==> config.mk <==
export PLATFORM = sky130hd
export DESIGN_NAME = tsd_regs
export DESIGN_NICKNAME = d
export VERILOG_FILES = /design/src/design/tsd_pkg.sv /design/src/design/tsd_regs.sv /design/src/design/tsd_swap_timer.sv
export SDC_FILE = /design/constraint.sdc
export NUM_CORES = 1
export LEC_CHECK = 0
export ABC_AREA = 1
export ABC_CLOCK_PERIOD_IN_PS = 4500
export BUFFER_PORTS_ARGS = -buffer_cell sky130_fd_sc_hd__buf_2
export CORE_MARGIN = 2
export CORE_UTILIZATION = 55
export CTS_CLUSTER_DIAMETER = 50
export DETAILED_ROUTE_END_ITERATION = 6
export PLACE_DENSITY = 0.81
export REMOVE_ABC_BUFFERS = 1
export SKIP_CTS_REPAIR_TIMING = 1
export SLEW_MARGIN = 20
export SYNTH_ARGS = -nofsm -noshare
export SYNTH_HDL_FRONTEND = slang
export SYNTH_SLANG_ARGS = --single-unit
export TNS_END_PERCENT = 5
==> constraint.sdc <==
create_clock -name clk_sys -period 4.5 [get_ports clk_sys]
set_input_delay 0.45 -clock clk_sys [delete_from_list [all_inputs] [get_ports clk_sys]]
set_output_delay 0.45 -clock clk_sys [all_outputs]
set_load 0.1 [all_outputs]
==> src/design/tsd_pkg.sv <==
package tsd_pkg;

    // ****************************************************************
    // Widths
    // ****************************************************************
    localparam int ADDR_W     = 8;
    localparam int DATA_W     = 8;
    localparam int DLY_W      = 5;
    localparam int CNT_W      = 7;
    localparam int TRIM_COUNT = 4;

    // ****************************************************************
    // Register offsets
    // ****************************************************************
    localparam logic [ADDR_W-1:0] OFS_TRIM_A = 8'h7E;
    localparam logic [ADDR_W-1:0] OFS_TRIM_B = 8'h7F;
    localparam logic [ADDR_W-1:0] OFS_TRIM_C = 8'h80;
    localparam logic [ADDR_W-1:0] OFS_TRIM_D = 8'h81;
    localparam logic [ADDR_W-1:0] OFS_OVL    = 8'h9A;
    localparam logic [ADDR_W-1:0] OFS_MUX    = 8'h9B;
    localparam logic [ADDR_W-1:0] OFS_NOISE  = 8'h9D;

    // ****************************************************************
    // Field positions
    // ****************************************************************
    localparam int DLY_LSB = 0;

    // ****************************************************************
    // Values after reset
    // ****************************************************************
    localparam logic [DATA_W-1:0] RST_TRIM    = 8'h00;
    localparam logic [DATA_W-1:0] RST_OVL     = 8'h08;
    localparam logic [DATA_W-1:0] RST_MUX     = 8'h07;
    localparam logic [DATA_W-1:0] RST_NOISE   = 8'h00;
    localparam logic [DATA_W-1:0] RD_UNMAPPED = 8'h00;
    localparam logic [CNT_W-1:0]  RST_CNT     = 7'h00;
    localparam logic [DLY_W-1:0]  RST_DLY     = 5'h00;

    // ****************************************************************
    // Cycle counts
    // ****************************************************************
    localparam logic [CNT_W-1:0] SWAP_BASE_CYC = 7'h04;
    localparam logic [CNT_W-1:0] CNT_STEP      = 7'h01;

endpackage : tsd_pkg

==> src/design/tsd_regs.sv <==
`timescale 1ns/1ps
module tsd_regs
(
    // Clock, reset and enable
    input  wire logic                      clk_sys,
    input  wire logic                      rst_n,
    input  wire logic                      clk_en,
    // Register port
    input  wire logic [tsd_pkg::ADDR_W-1:0] reg_addr,
    input  wire logic [tsd_pkg::DATA_W-1:0] wr_data,
    input  wire logic                      wr_en,
    input  wire logic                      rd_en,
    output logic      [tsd_pkg::DATA_W-1:0] rd_data,
    // Fuse storage
    input  wire logic [tsd_pkg::DATA_W-1:0] fuse_trim_a,
    input  wire logic [tsd_pkg::DATA_W-1:0] fuse_trim_b,
    input  wire logic [tsd_pkg::DATA_W-1:0] fuse_trim_c,
    input  wire logic [tsd_pkg::DATA_W-1:0] fuse_trim_d,
    // Calibration engine
    input  wire logic                      swap_start,
    input  wire logic                      swap_target,
    input  wire logic                      steer_req,
    // Settings to the analog front end
    output logic      [tsd_pkg::DATA_W-1:0] trim_a,
    output logic      [tsd_pkg::DATA_W-1:0] trim_b,
    output logic      [tsd_pkg::DATA_W-1:0] trim_c,
    output logic      [tsd_pkg::DATA_W-1:0] trim_d,
    output logic      [tsd_pkg::DATA_W-1:0] noise_ctrl,
    // Swap state
    output logic                           overlap_active,
    output logic                           steer_sel,
    output logic                           swap_busy
);
    import tsd_pkg::*;

    // ****************************************************************
    // Reset release
    // ****************************************************************
    // Reset asserts at once but releases on the clock, so no register
    // sees a release close to an edge.
    logic rst_meta_reg;
    logic rst_int_n;

    always_ff @(posedge clk_sys or negedge rst_n)
    begin
        if (!rst_n)
        begin
            rst_meta_reg <= 1'b0;
            rst_int_n    <= 1'b0;
        end
        else if (clk_en)
        begin
            rst_meta_reg <= 1'b1;
            rst_int_n    <= rst_meta_reg;
        end
    end

    // ****************************************************************
    // Fuse load
    // ****************************************************************
    // Fuse values cannot enter through the asynchronous reset, so the
    // trims are loaded on the first enabled edge after release.
    logic                  fuse_load_reg;
    logic [DATA_W-1:0]     fuse_trim [TRIM_COUNT];
    logic [DATA_W-1:0]     trim_reg  [TRIM_COUNT];

    assign fuse_trim[0] = fuse_trim_a;
    assign fuse_trim[1] = fuse_trim_b;
    assign fuse_trim[2] = fuse_trim_c;
    assign fuse_trim[3] = fuse_trim_d;

    always_ff @(posedge clk_sys or negedge rst_int_n)
    begin
        if (!rst_int_n)
            fuse_load_reg <= 1'b1;
        else if (clk_en)
            fuse_load_reg <= 1'b0;
    end

    // ****************************************************************
    // Termination trims
    // ****************************************************************
    // A write in the load cycle wins, so software is never overwritten.
    genvar gi;
    generate
        for (gi = 0; gi < TRIM_COUNT; gi++)
        begin : g_trim
            localparam logic [ADDR_W-1:0] OFS = OFS_TRIM_A + ADDR_W'(gi);

            always_ff @(posedge clk_sys or negedge rst_int_n)
            begin
                if (!rst_int_n)
                    trim_reg[gi] <= RST_TRIM;
                else if (clk_en)
                begin
                    if (wr_en && reg_addr == OFS)
                        trim_reg[gi] <= wr_data;
                    else if (fuse_load_reg)
                        trim_reg[gi] <= fuse_trim[gi];
                end
            end
        end
    endgenerate

    // ****************************************************************
    // Swap delay and noise settings
    // ****************************************************************
    // The upper bits are stored as written; software keeps them at zero.
    logic [DATA_W-1:0] ovl_reg;
    logic [DATA_W-1:0] mux_reg;
    logic [DATA_W-1:0] noise_reg;

    always_ff @(posedge clk_sys or negedge rst_int_n)
    begin
        if (!rst_int_n)
            ovl_reg <= RST_OVL;
        else if (clk_en && wr_en && reg_addr == OFS_OVL)
            ovl_reg <= wr_data;
    end

    always_ff @(posedge clk_sys or negedge rst_int_n)
    begin
        if (!rst_int_n)
            mux_reg <= RST_MUX;
        else if (clk_en && wr_en && reg_addr == OFS_MUX)
            mux_reg <= wr_data;
    end

    always_ff @(posedge clk_sys or negedge rst_int_n)
    begin
        if (!rst_int_n)
            noise_reg <= RST_NOISE;
        else if (clk_en && wr_en && reg_addr == OFS_NOISE)
            noise_reg <= wr_data;
    end

    // ****************************************************************
    // Read port
    // ****************************************************************
    // Data stand for one cycle only; an idle or unmapped read gives zero.
    logic [DATA_W-1:0] rd_next;
    logic [DATA_W-1:0] rd_reg;

    always_comb
    begin
        rd_next = RD_UNMAPPED;
        if (rd_en)
        begin
            case (reg_addr)
                OFS_TRIM_A: rd_next = trim_reg[0];
                OFS_TRIM_B: rd_next = trim_reg[1];
                OFS_TRIM_C: rd_next = trim_reg[2];
                OFS_TRIM_D: rd_next = trim_reg[3];
                OFS_OVL:    rd_next = ovl_reg;
                OFS_MUX:    rd_next = mux_reg;
                OFS_NOISE:  rd_next = noise_reg;
                default:    rd_next = RD_UNMAPPED;
            endcase
        end
    end

    always_ff @(posedge clk_sys or negedge rst_int_n)
    begin
        if (!rst_int_n)
            rd_reg <= RD_UNMAPPED;
        else if (clk_en)
            rd_reg <= rd_next;
    end

    // ****************************************************************
    // Swap timing
    // ****************************************************************
    // The calibration engine must not start a swap while software is
    // still changing the overlap delay; that is left to its enable.
    tsd_swap_timer u_swap
    (
        .clk_sys        (clk_sys),
        .rst_n          (rst_int_n),
        .clk_en         (clk_en),
        .swap_start     (swap_start),
        .swap_target    (swap_target),
        .steer_req      (steer_req),
        .ovl_dly        (ovl_reg[DLY_LSB +: DLY_W]),
        .mux_dly        (mux_reg[DLY_LSB +: DLY_W]),
        .overlap_active (overlap_active),
        .steer_sel      (steer_sel),
        .swap_busy      (swap_busy)
    );

    // ****************************************************************
    // Outputs
    // ****************************************************************
    assign rd_data    = rd_reg;
    assign trim_a     = trim_reg[0];
    assign trim_b     = trim_reg[1];
    assign trim_c     = trim_reg[2];
    assign trim_d     = trim_reg[3];
    assign noise_ctrl = noise_reg;
endmodule : tsd_regs

==> src/design/tsd_swap_timer.sv <==
`timescale 1ns/1ps
module tsd_swap_timer
(
    // Clock, reset and enable
    input  wire logic                     clk_sys,
    input  wire logic                     rst_n,
    input  wire logic                     clk_en,
    // Calibration engine
    input  wire logic                     swap_start,
    input  wire logic                     swap_target,
    input  wire logic                     steer_req,
    // Delay settings
    input  wire logic [tsd_pkg::DLY_W-1:0] ovl_dly,
    input  wire logic [tsd_pkg::DLY_W-1:0] mux_dly,
    // Swap state
    output logic                          overlap_active,
    output logic                          steer_sel,
    output logic                          swap_busy
);
    import tsd_pkg::*;

    logic [CNT_W-1:0] cnt_reg;
    logic [CNT_W-1:0] win_reg;
    logic [CNT_W-1:0] cnt_next;
    logic [CNT_W-1:0] mdly_ext;
    logic [DLY_W-1:0] mdly_reg;
    logic             tgt_reg;
    logic             busy_reg;
    logic             ovl_reg;
    logic             sel_reg;
    logic             start_ok;

    assign start_ok = swap_start && !busy_reg;
    assign cnt_next = cnt_reg + CNT_STEP;
    assign mdly_ext = {2'b00, mdly_reg};

    // ****************************************************************
    // Swap sequencing
    // ****************************************************************
    // Delays are latched at the start so a write mid-swap waits.
    always_ff @(posedge clk_sys or negedge rst_n)
    begin
        if (!rst_n)
        begin
            busy_reg <= 1'b0;
            cnt_reg  <= RST_CNT;
            win_reg  <= RST_CNT;
            mdly_reg <= RST_DLY;
            tgt_reg  <= 1'b0;
        end
        else if (clk_en)
        begin
            if (start_ok)
            begin
                busy_reg <= 1'b1;
                cnt_reg  <= RST_CNT;
                win_reg  <= SWAP_BASE_CYC + {1'b0, ovl_dly, 1'b0};
                mdly_reg <= mux_dly;
                tgt_reg  <= swap_target;
            end
            else if (busy_reg)
            begin
                cnt_reg <= cnt_next;
                if (cnt_next >= win_reg && cnt_reg >= mdly_ext)
                    busy_reg <= 1'b0;
            end
        end
    end

    always_ff @(posedge clk_sys or negedge rst_n)
    begin
        if (!rst_n)
            ovl_reg <= 1'b0;
        else if (clk_en)
        begin
            if (start_ok)
                ovl_reg <= 1'b1;
            else if (busy_reg)
                ovl_reg <= (cnt_next < win_reg);
            else
                ovl_reg <= 1'b0;
        end
    end

    // Outside a swap the select follows the request with no added delay.
    // A zero delay switches at the start edge, so the field adds its value.
    always_ff @(posedge clk_sys or negedge rst_n)
    begin
        if (!rst_n)
            sel_reg <= 1'b0;
        else if (clk_en)
        begin
            if (start_ok && mux_dly == RST_DLY)
                sel_reg <= swap_target;
            else if (!busy_reg)
                sel_reg <= steer_req;
            else if (cnt_next == mdly_ext)
                sel_reg <= tgt_reg;
        end
    end

    assign overlap_active = ovl_reg;
    assign steer_sel      = sel_reg;
    assign swap_busy      = busy_reg;
endmodule : tsd_swap_timer

==> metrics, run 1 <==
outcome finished, final reports clean; largest net degree at the start of global routing between 80 and 90; first-pass GRT wire length 21,800 um; initial antenna violation count 0; Final Setup Violations 0; area post-placement ~5400 um^2; r2r setup slk 2.41 ns; latest clock arrival within the worst-skew pair between 0.3 and 0.4 ns; P_sw 1150 uW; DRC Markers 0; Util after Layout roughly 66%; post-route clock skew between 0.009 and 0.01 ns; RSZ-0062 raised after global routing no; CTS tree built; Register-to-Register Path Depth 11; Core Box Area around 8600 um^2; final worst slack 2.41 ns; FF-to-FF End u_swap.overlap_active$_DFFE_PN0P_; Initial Utilization between 50% and 60%; Via Count around 4,700; initial drt markers 330; synth unique cells 32; Rows 34; Tightest Hold Check Type reg -> async; chip height between 90 and 100 um; Area Overhead vs Synth 17.8%; Cell Area, Synth approximately 4800 um^2; TritonRoute pass-1 iters 6; r2r startpoint u_swap.cnt_reg[0]$_DFFE_PN0P_; register area share after synthesis between 40% and 50%; Synth Flop Type dfrtp_1; Fillers between 700 and 800; Yosys reg bits ~90; Syn Area/Cell 7.52 um^2; post-synthesis async set-or-reset flop share 100%; Tmin final approximately 2.1 ns; critical path required time about 4.7 ns; H-tree depth 3; Total Routed Length 13,300 um; Yosys warning count 0; share of layout cells above drive strength 1 20.5%; Fmax between 400 and 500 MHz; # nets final approximately 800; Tot GR Track Use between 20% and 30%; IO buf count approximately 110; I/O pin total 107; # diodes 0; hpwl dp around 9700 um; Reg clk slew, reported paths roughly 0.090 ns; Overflow after GRT 0; worst setup path class reg -> reg; DP Worst Slack approximately 2.1 ns; Pwr Density 463 nW/um^2; Switching Share about 44%; cells after synthesis about 640; startpoint types register; leakage power 0.00295 uW; max_slew headroom approximately 45%; Peak VDD IR approximately 0.27 mV; GPL Wtd Cong approximately 0.85; vias in the first global route roughly 4,600; ANT nets after route 0; total CTS buffers 9; DIE WIDTH about 97 um; Max clock buf depth 2; crit path DAT approximately 2.3 ns; Reg power frac 38.2%; Max Slew Vio Count 0; clock root cell clkbuf_8; critical path fanouts, max 6; Slew @ Worst Pin 0.823 ns; Tcrit/Tclk final a little under half; die area 9460 um^2; Worst setup EP type register; Hold Violations, Final 0; Max Cap Violations 0; wire per inst about 16 um; clk sink count 89; Post-Route Setup TNS 0 ns; post-route cell area between 5000 and 6000 um^2; combinational power share 38.4%; clock power share approximately a quarter; Post-synth EDFFs 0; Power Internal roughly 1500 uW; Via density approximately 5.6
## routing by layer
layer  up-vias  GRT usage [%]  share of wire [%]
met4         0           10.3                2.3
li1       2280              -                  -
met2       207           46.8                 48
met3        28           5.11                6.7
met5         -              0                  0
met1      2231           38.4                 42
## worst max-delay path: stages, from the launching register on
cell and delay, ns:
dfrtp_1 0.44, ha_1 0.23, nand2_1 0.08, o21ai_0 0.11, nand2_1 0.13, inv_1 0.06, ha_1 0.29, nand2_1 0.07
o21ai_0 0.19, nand4_1 0.14, a21oi_1 0.14, o21ai_0 0.08
## how the worst max path moves through the flow
stage	from	endpoint	slack (ns)	depth (start not counted)
floorplan	rst_int_n$_DFFE_PN0P_	mux_reg[3]$_DFFE_PN0P_	1.83	0
global route	u_swap.cnt_reg[0]$_DFFE_PN0P_	u_swap.overlap_active$_DFFE_PN0P_	2.14	12
global placement	reg_addr[7]	trim_b[6]$_DFFE_PN0P_	2.21	8
CTS	u_swap.cnt_reg[0]$_DFFE_PN0P_	u_swap.swap_busy$_DFFE_PN0P_	2.42	13
detailed placement	reg_addr[7]	trim_b[4]$_DFFE_PN0P_	2.13	8
finish	u_swap.cnt_reg[0]$_DFFE_PN0P_	u_swap.overlap_active$_DFFE_PN0P_	2.41	11
## logic make-up (layout without fill, tap and decap cells)
family          after synthesis  in the layout  share of synthesized area, %
xor+xnor                      3              3                         0.549
buf+inv                      74            183                          6.17
simple gates                350            350                          30.6
fa+ha+maj                    12             12                          3.14
compound gates              108            108                          12.9
flops                        89             89                          46.7
## through the flow
step / std cells / power (uW) / hold slack (ns)
2_1_floorplan: 621 / 1770 / 0.154
3_3_place_gp: 835 / 1980 / 0.234
3_5_place_dp: 835 / 2000 / 0.237
4_1_cts: 851 / 2600 / -0.161
5_1_grt: 853 / 2760 / 0.336
6_report: 853 / 2610 / 0.304
## layout make-up
class,count,area [um^2],share of cell area (%)
Sequential cell,89,2240,39.7
Clock inverter,7,95.1,1.69
Timing Repair Buffer,108,568,10.1
Inverter,59,221,3.93
Clock buffer,9,124,2.20
Multi-Input combinational cell,473,2260,40.0
Tap cell,108,135,2.40
## synth_stat cells, types with 3 or more instances
master      n  share of area, %
a21oi_1     6              0.63
a21oi_4     4               1.4
a31oi_1    16               2.1
clkbuf_1   10              0.78
dfrtp_1    84                44
dfstp_2     5               2.7
ha_1       12               3.1
inv_1      53               4.2
inv_2       6              0.47
nand2_1   234                18
nand2_2     4              0.52
nand3_1    39               4.1
nand4_1    14               1.8
nor2_1     44               3.5
nor2_2      4              0.52
nor3_1      3              0.31
o21ai_0    75               7.8
xor2_1      3              0.55
## power groups by stage
stage	combinational, uW	sequential (uW)	clock, uW
final	1000	996	611
after global routing	1090	1010	652
after CTS	982	1010	613
after detailed placement	979	1020	0
after global placement	958	1020	0
after floorplan	381	1390	0
## layout by cell type (no fill, tap or decap), types with 3 or more instances in the layout
cell type	synthesis	layout
a31oi_1	16	16
buf_2	2	106
dfstp_2	5	5
dfrtp_1	84	83
inv_1	53	53
nand2_2	4	4
nand2_1	234	234
nand3_1	39	39
ha_1	12	12
nor3_1	3	3
inv_2	6	6
a21oi_4	4	4
a21oi_1	6	6
xor2_1	3	3
clkbuf_8	0	9
o21ai_0	75	75
nor2_2	4	4
nor2_1	44	44
nand4_1	14	14
(Power assumes the default switching activity.)
==> run 2: changes to the inputs <==
- ABC_AREA: 1 -> 0
- ABC_CLOCK_PERIOD_IN_PS: 4500 -> 1950
- clock period: 4.5 -> 1.95 ns (I/O delays scaled with it)
==> run 2 against run 1 <==
The flow now finishes with violations (negative setup slack). Worst hold slack got worse by 0.22 ns. Cell count decreased by 18%. Clock skew about the same. Sequential power increased by 130%. Sequential share of layout area decreased by 1.8 points. Global-route usage increased by 1.5 points. Power increased to 2.5 times the previous value. Critical path type unchanged. Critical endpoint is now u_swap.swap_busy$_DFFE_PN0P_. Largest power group unchanged. Highest routed layer unchanged.
==> metrics, run 2 <==
top cells by area, synth dfrtp_1 44%, mux2_2 6.9%, a21oi_1 4.5%; Core Box Area around 8300 um^2; vias in the first global route approximately 4,300; chip height slightly below 100 um; failing checks negative setup slack; first-pass GRT wire length roughly 22,000 um; clk sink count 89; post-synthesis async set-or-reset flop share 100%; Overflow after GRT 0; top-count cell post-synth dfrtp_1; Max Cap Violations 0; H-tree depth 3; Max clock buf depth 2; max_slew headroom roughly half; Via density 6.47; Synth Area in Compound Gates between 20% and 30%; Tmin final between 2 and 2.5 ns; most frequent cells in the layout 106 x buf_2, 83 x dfrtp_1, 43 x a21oi_1, 41 x nor2_1, 34 x buf_4; Hold Violations, Final 0; hold_ws 0.0887 ns; Post-synth EDFFs 0; largest family of logic cells by synthesized area compound AO/OA/AOI/OAI gates; share of layout cells above drive strength 1 between 30% and 40%; Yosys warning count 0; Area Overhead vs Synth 23.9%; leakage power between 0.002 and 0.003 uW; Worst setup EP type register; Reg clk slew, reported paths approximately 0.080 ns; die area approximately 9400 um^2; critical path fanouts, max 4; Syn Area/Cell 10.4 um^2; DRC Markers 0; hpwl dp about 10,000 um; Tightest Hold Check Type in -> reg; total CTS buffers 9; Initial Utilization a little under three fifths; Rows 33; DP Worst Slack -0.540 ns; critical path required time about 2.2 ns; register area share after synthesis a little under half; # diodes 0; Pwr Density 1120 nW/um^2; crit path DAT around 2.6 ns; cells after synthesis 460; Slew @ Worst Pin slightly above 0.7 ns; Yosys reg bits around 90; synth unique cells 62; CTS tree built; Yosys top cell by area dfrtp_1; Max Slew Vio Count 0; GPL Wtd Cong around 0.9; largest net degree at the start of global routing 88; Tot GR Track Use between 30% and 40%; final worst slack -0.434 ns; Fillers slightly above 600; Post-Route Setup TNS -0.465 ns; startpoint types register; post-synthesis mux area share around 7.1%; top cells by count, synth 84 x dfrtp_1, 43 x a21oi_1, 41 x nor2_1; Cell Area, Synth 4760 um^2; TritonRoute pass-1 iters 5; clock root cell clkbuf_8; Fmax approximately 420 MHz; latest clock arrival within the worst-skew pair between 0.3 and 0.4 ns; post-synth top area share 44.1%; initial antenna violation count 0; commonest non-fill, non-tap cell in the layout buf_2; Total Routed Length about 14,000 um; Peak VDD IR 0.718 mV; Synth Flop Type dfrtp_1; post-route clock skew roughly 0.009 ns; # nets final ~660; RSZ-0062 raised after global routing yes; xor-xnor portion of the synthesized cell area 2.42%; Via Count 4,548; Final Setup Violations 2; wire per inst about 20 um; initial drt markers 266; IO buf count between 100 and 150; outcome finished with violations; ANT nets after route 0; I/O pin total approximately 110; DIE WIDTH 97.1 um; Tcrit/Tclk final 122%; simple logic cell fraction of the synthesized area between 10% and 20%; worst setup path class reg -> reg; adder-cell share of the synthesized area under 10%
-- run 2: report_power, final --
group | switching, uW | total, uW | internal (uW) | leakage [uW]
Sequential | 205 | 2320 | 2120 | 0.00104
Combinational | 1950 | 2990 | 1040 | 0.00155
Clock | 651 | 1280 | 628 | 0.0000936
Total | 2810 | 6600 | 3790 | 0.00269
-- run 2: logic make-up after synthesis --
| kind of cell | count (synthesis) |
|---|---|
| buffers and inverters | 37 |
| flip-flops | 89 |
| AO/OA/AOI/OAI | 159 |
| adder cells (fa/ha/maj) | 12 |
| XOR/XNOR | 10 |
| multiplexers | 30 |
| AND/OR/NAND/NOR | 123 |
-- run 2: routing by layer --
layer | global-route usage (%) | share of wire [%]
met1 | 43.1 | 42
met4 | 10.7 | 2.4
met2 | 44.8 | 45
met5 | 0 | 0
met3 | 7.05 | 11
-- run 2: final timing paths --
kind	startpoint	cells past startpoint	slack, ns	end
setup reg to reg	u_swap.cnt_reg[1]$_DFFE_PN0P_	10	-0.43	u_swap.swap_busy$_DFFE_PN0P_
max in group asynchronous	rst_int_n$_DFFE_PN0P_	1	1.18	fuse_load_reg$_DFFE_PN1P_
min in group asynchronous	rst_n	2	0.15	rst_int_n$_DFFE_PN0P_
setup / recovery	u_swap.cnt_reg[1]$_DFFE_PN0P_	10	-0.43	u_swap.swap_busy$_DFFE_PN0P_
hold reg to reg	rst_int_n$_DFFE_PN0P_	1	0.36	u_swap.cnt_reg[1]$_DFFE_PN0P_
hold / removal	swap_target	2	0.09	u_swap.tgt_reg$_DFFE_PN0P_
-- run 2: cell type report --
class,count,area [um^2],share of cell area [%]
multi-input cells,334,2450,41.4
flip-flops and latches,89,2240,37.9
repair buffers,143,836,14.2
clock buffers,13,149,2.52
well taps,105,131,2.23
inverters,16,60.1,1.02
clock inverters,3,42.5,0.721
-- run 2: through the flow --
stage	utilization (%)	cells	instance area, um^2	total power, uW
after floorplan	-	439	4670	4400
after global placement	67.8	686	5630	5120
after detailed placement	67.8	686	5630	5190
after CTS	70.1	702	5820	6470
after global routing	71.1	703	5900	6950
final	71.1	703	5900	6600
-- run 2: worst max-delay path: stages (launching register included) --
cell      delay, ns
dfrtp_1        0.36
ha_2           0.21
nand3_4        0.11
or3_4          0.37
nand2_4        0.09
ha_4           0.13
and4_1         0.18
o311a_1        0.20
o21bai_1       0.08
a221o_1        0.30
a211o_1        0.25
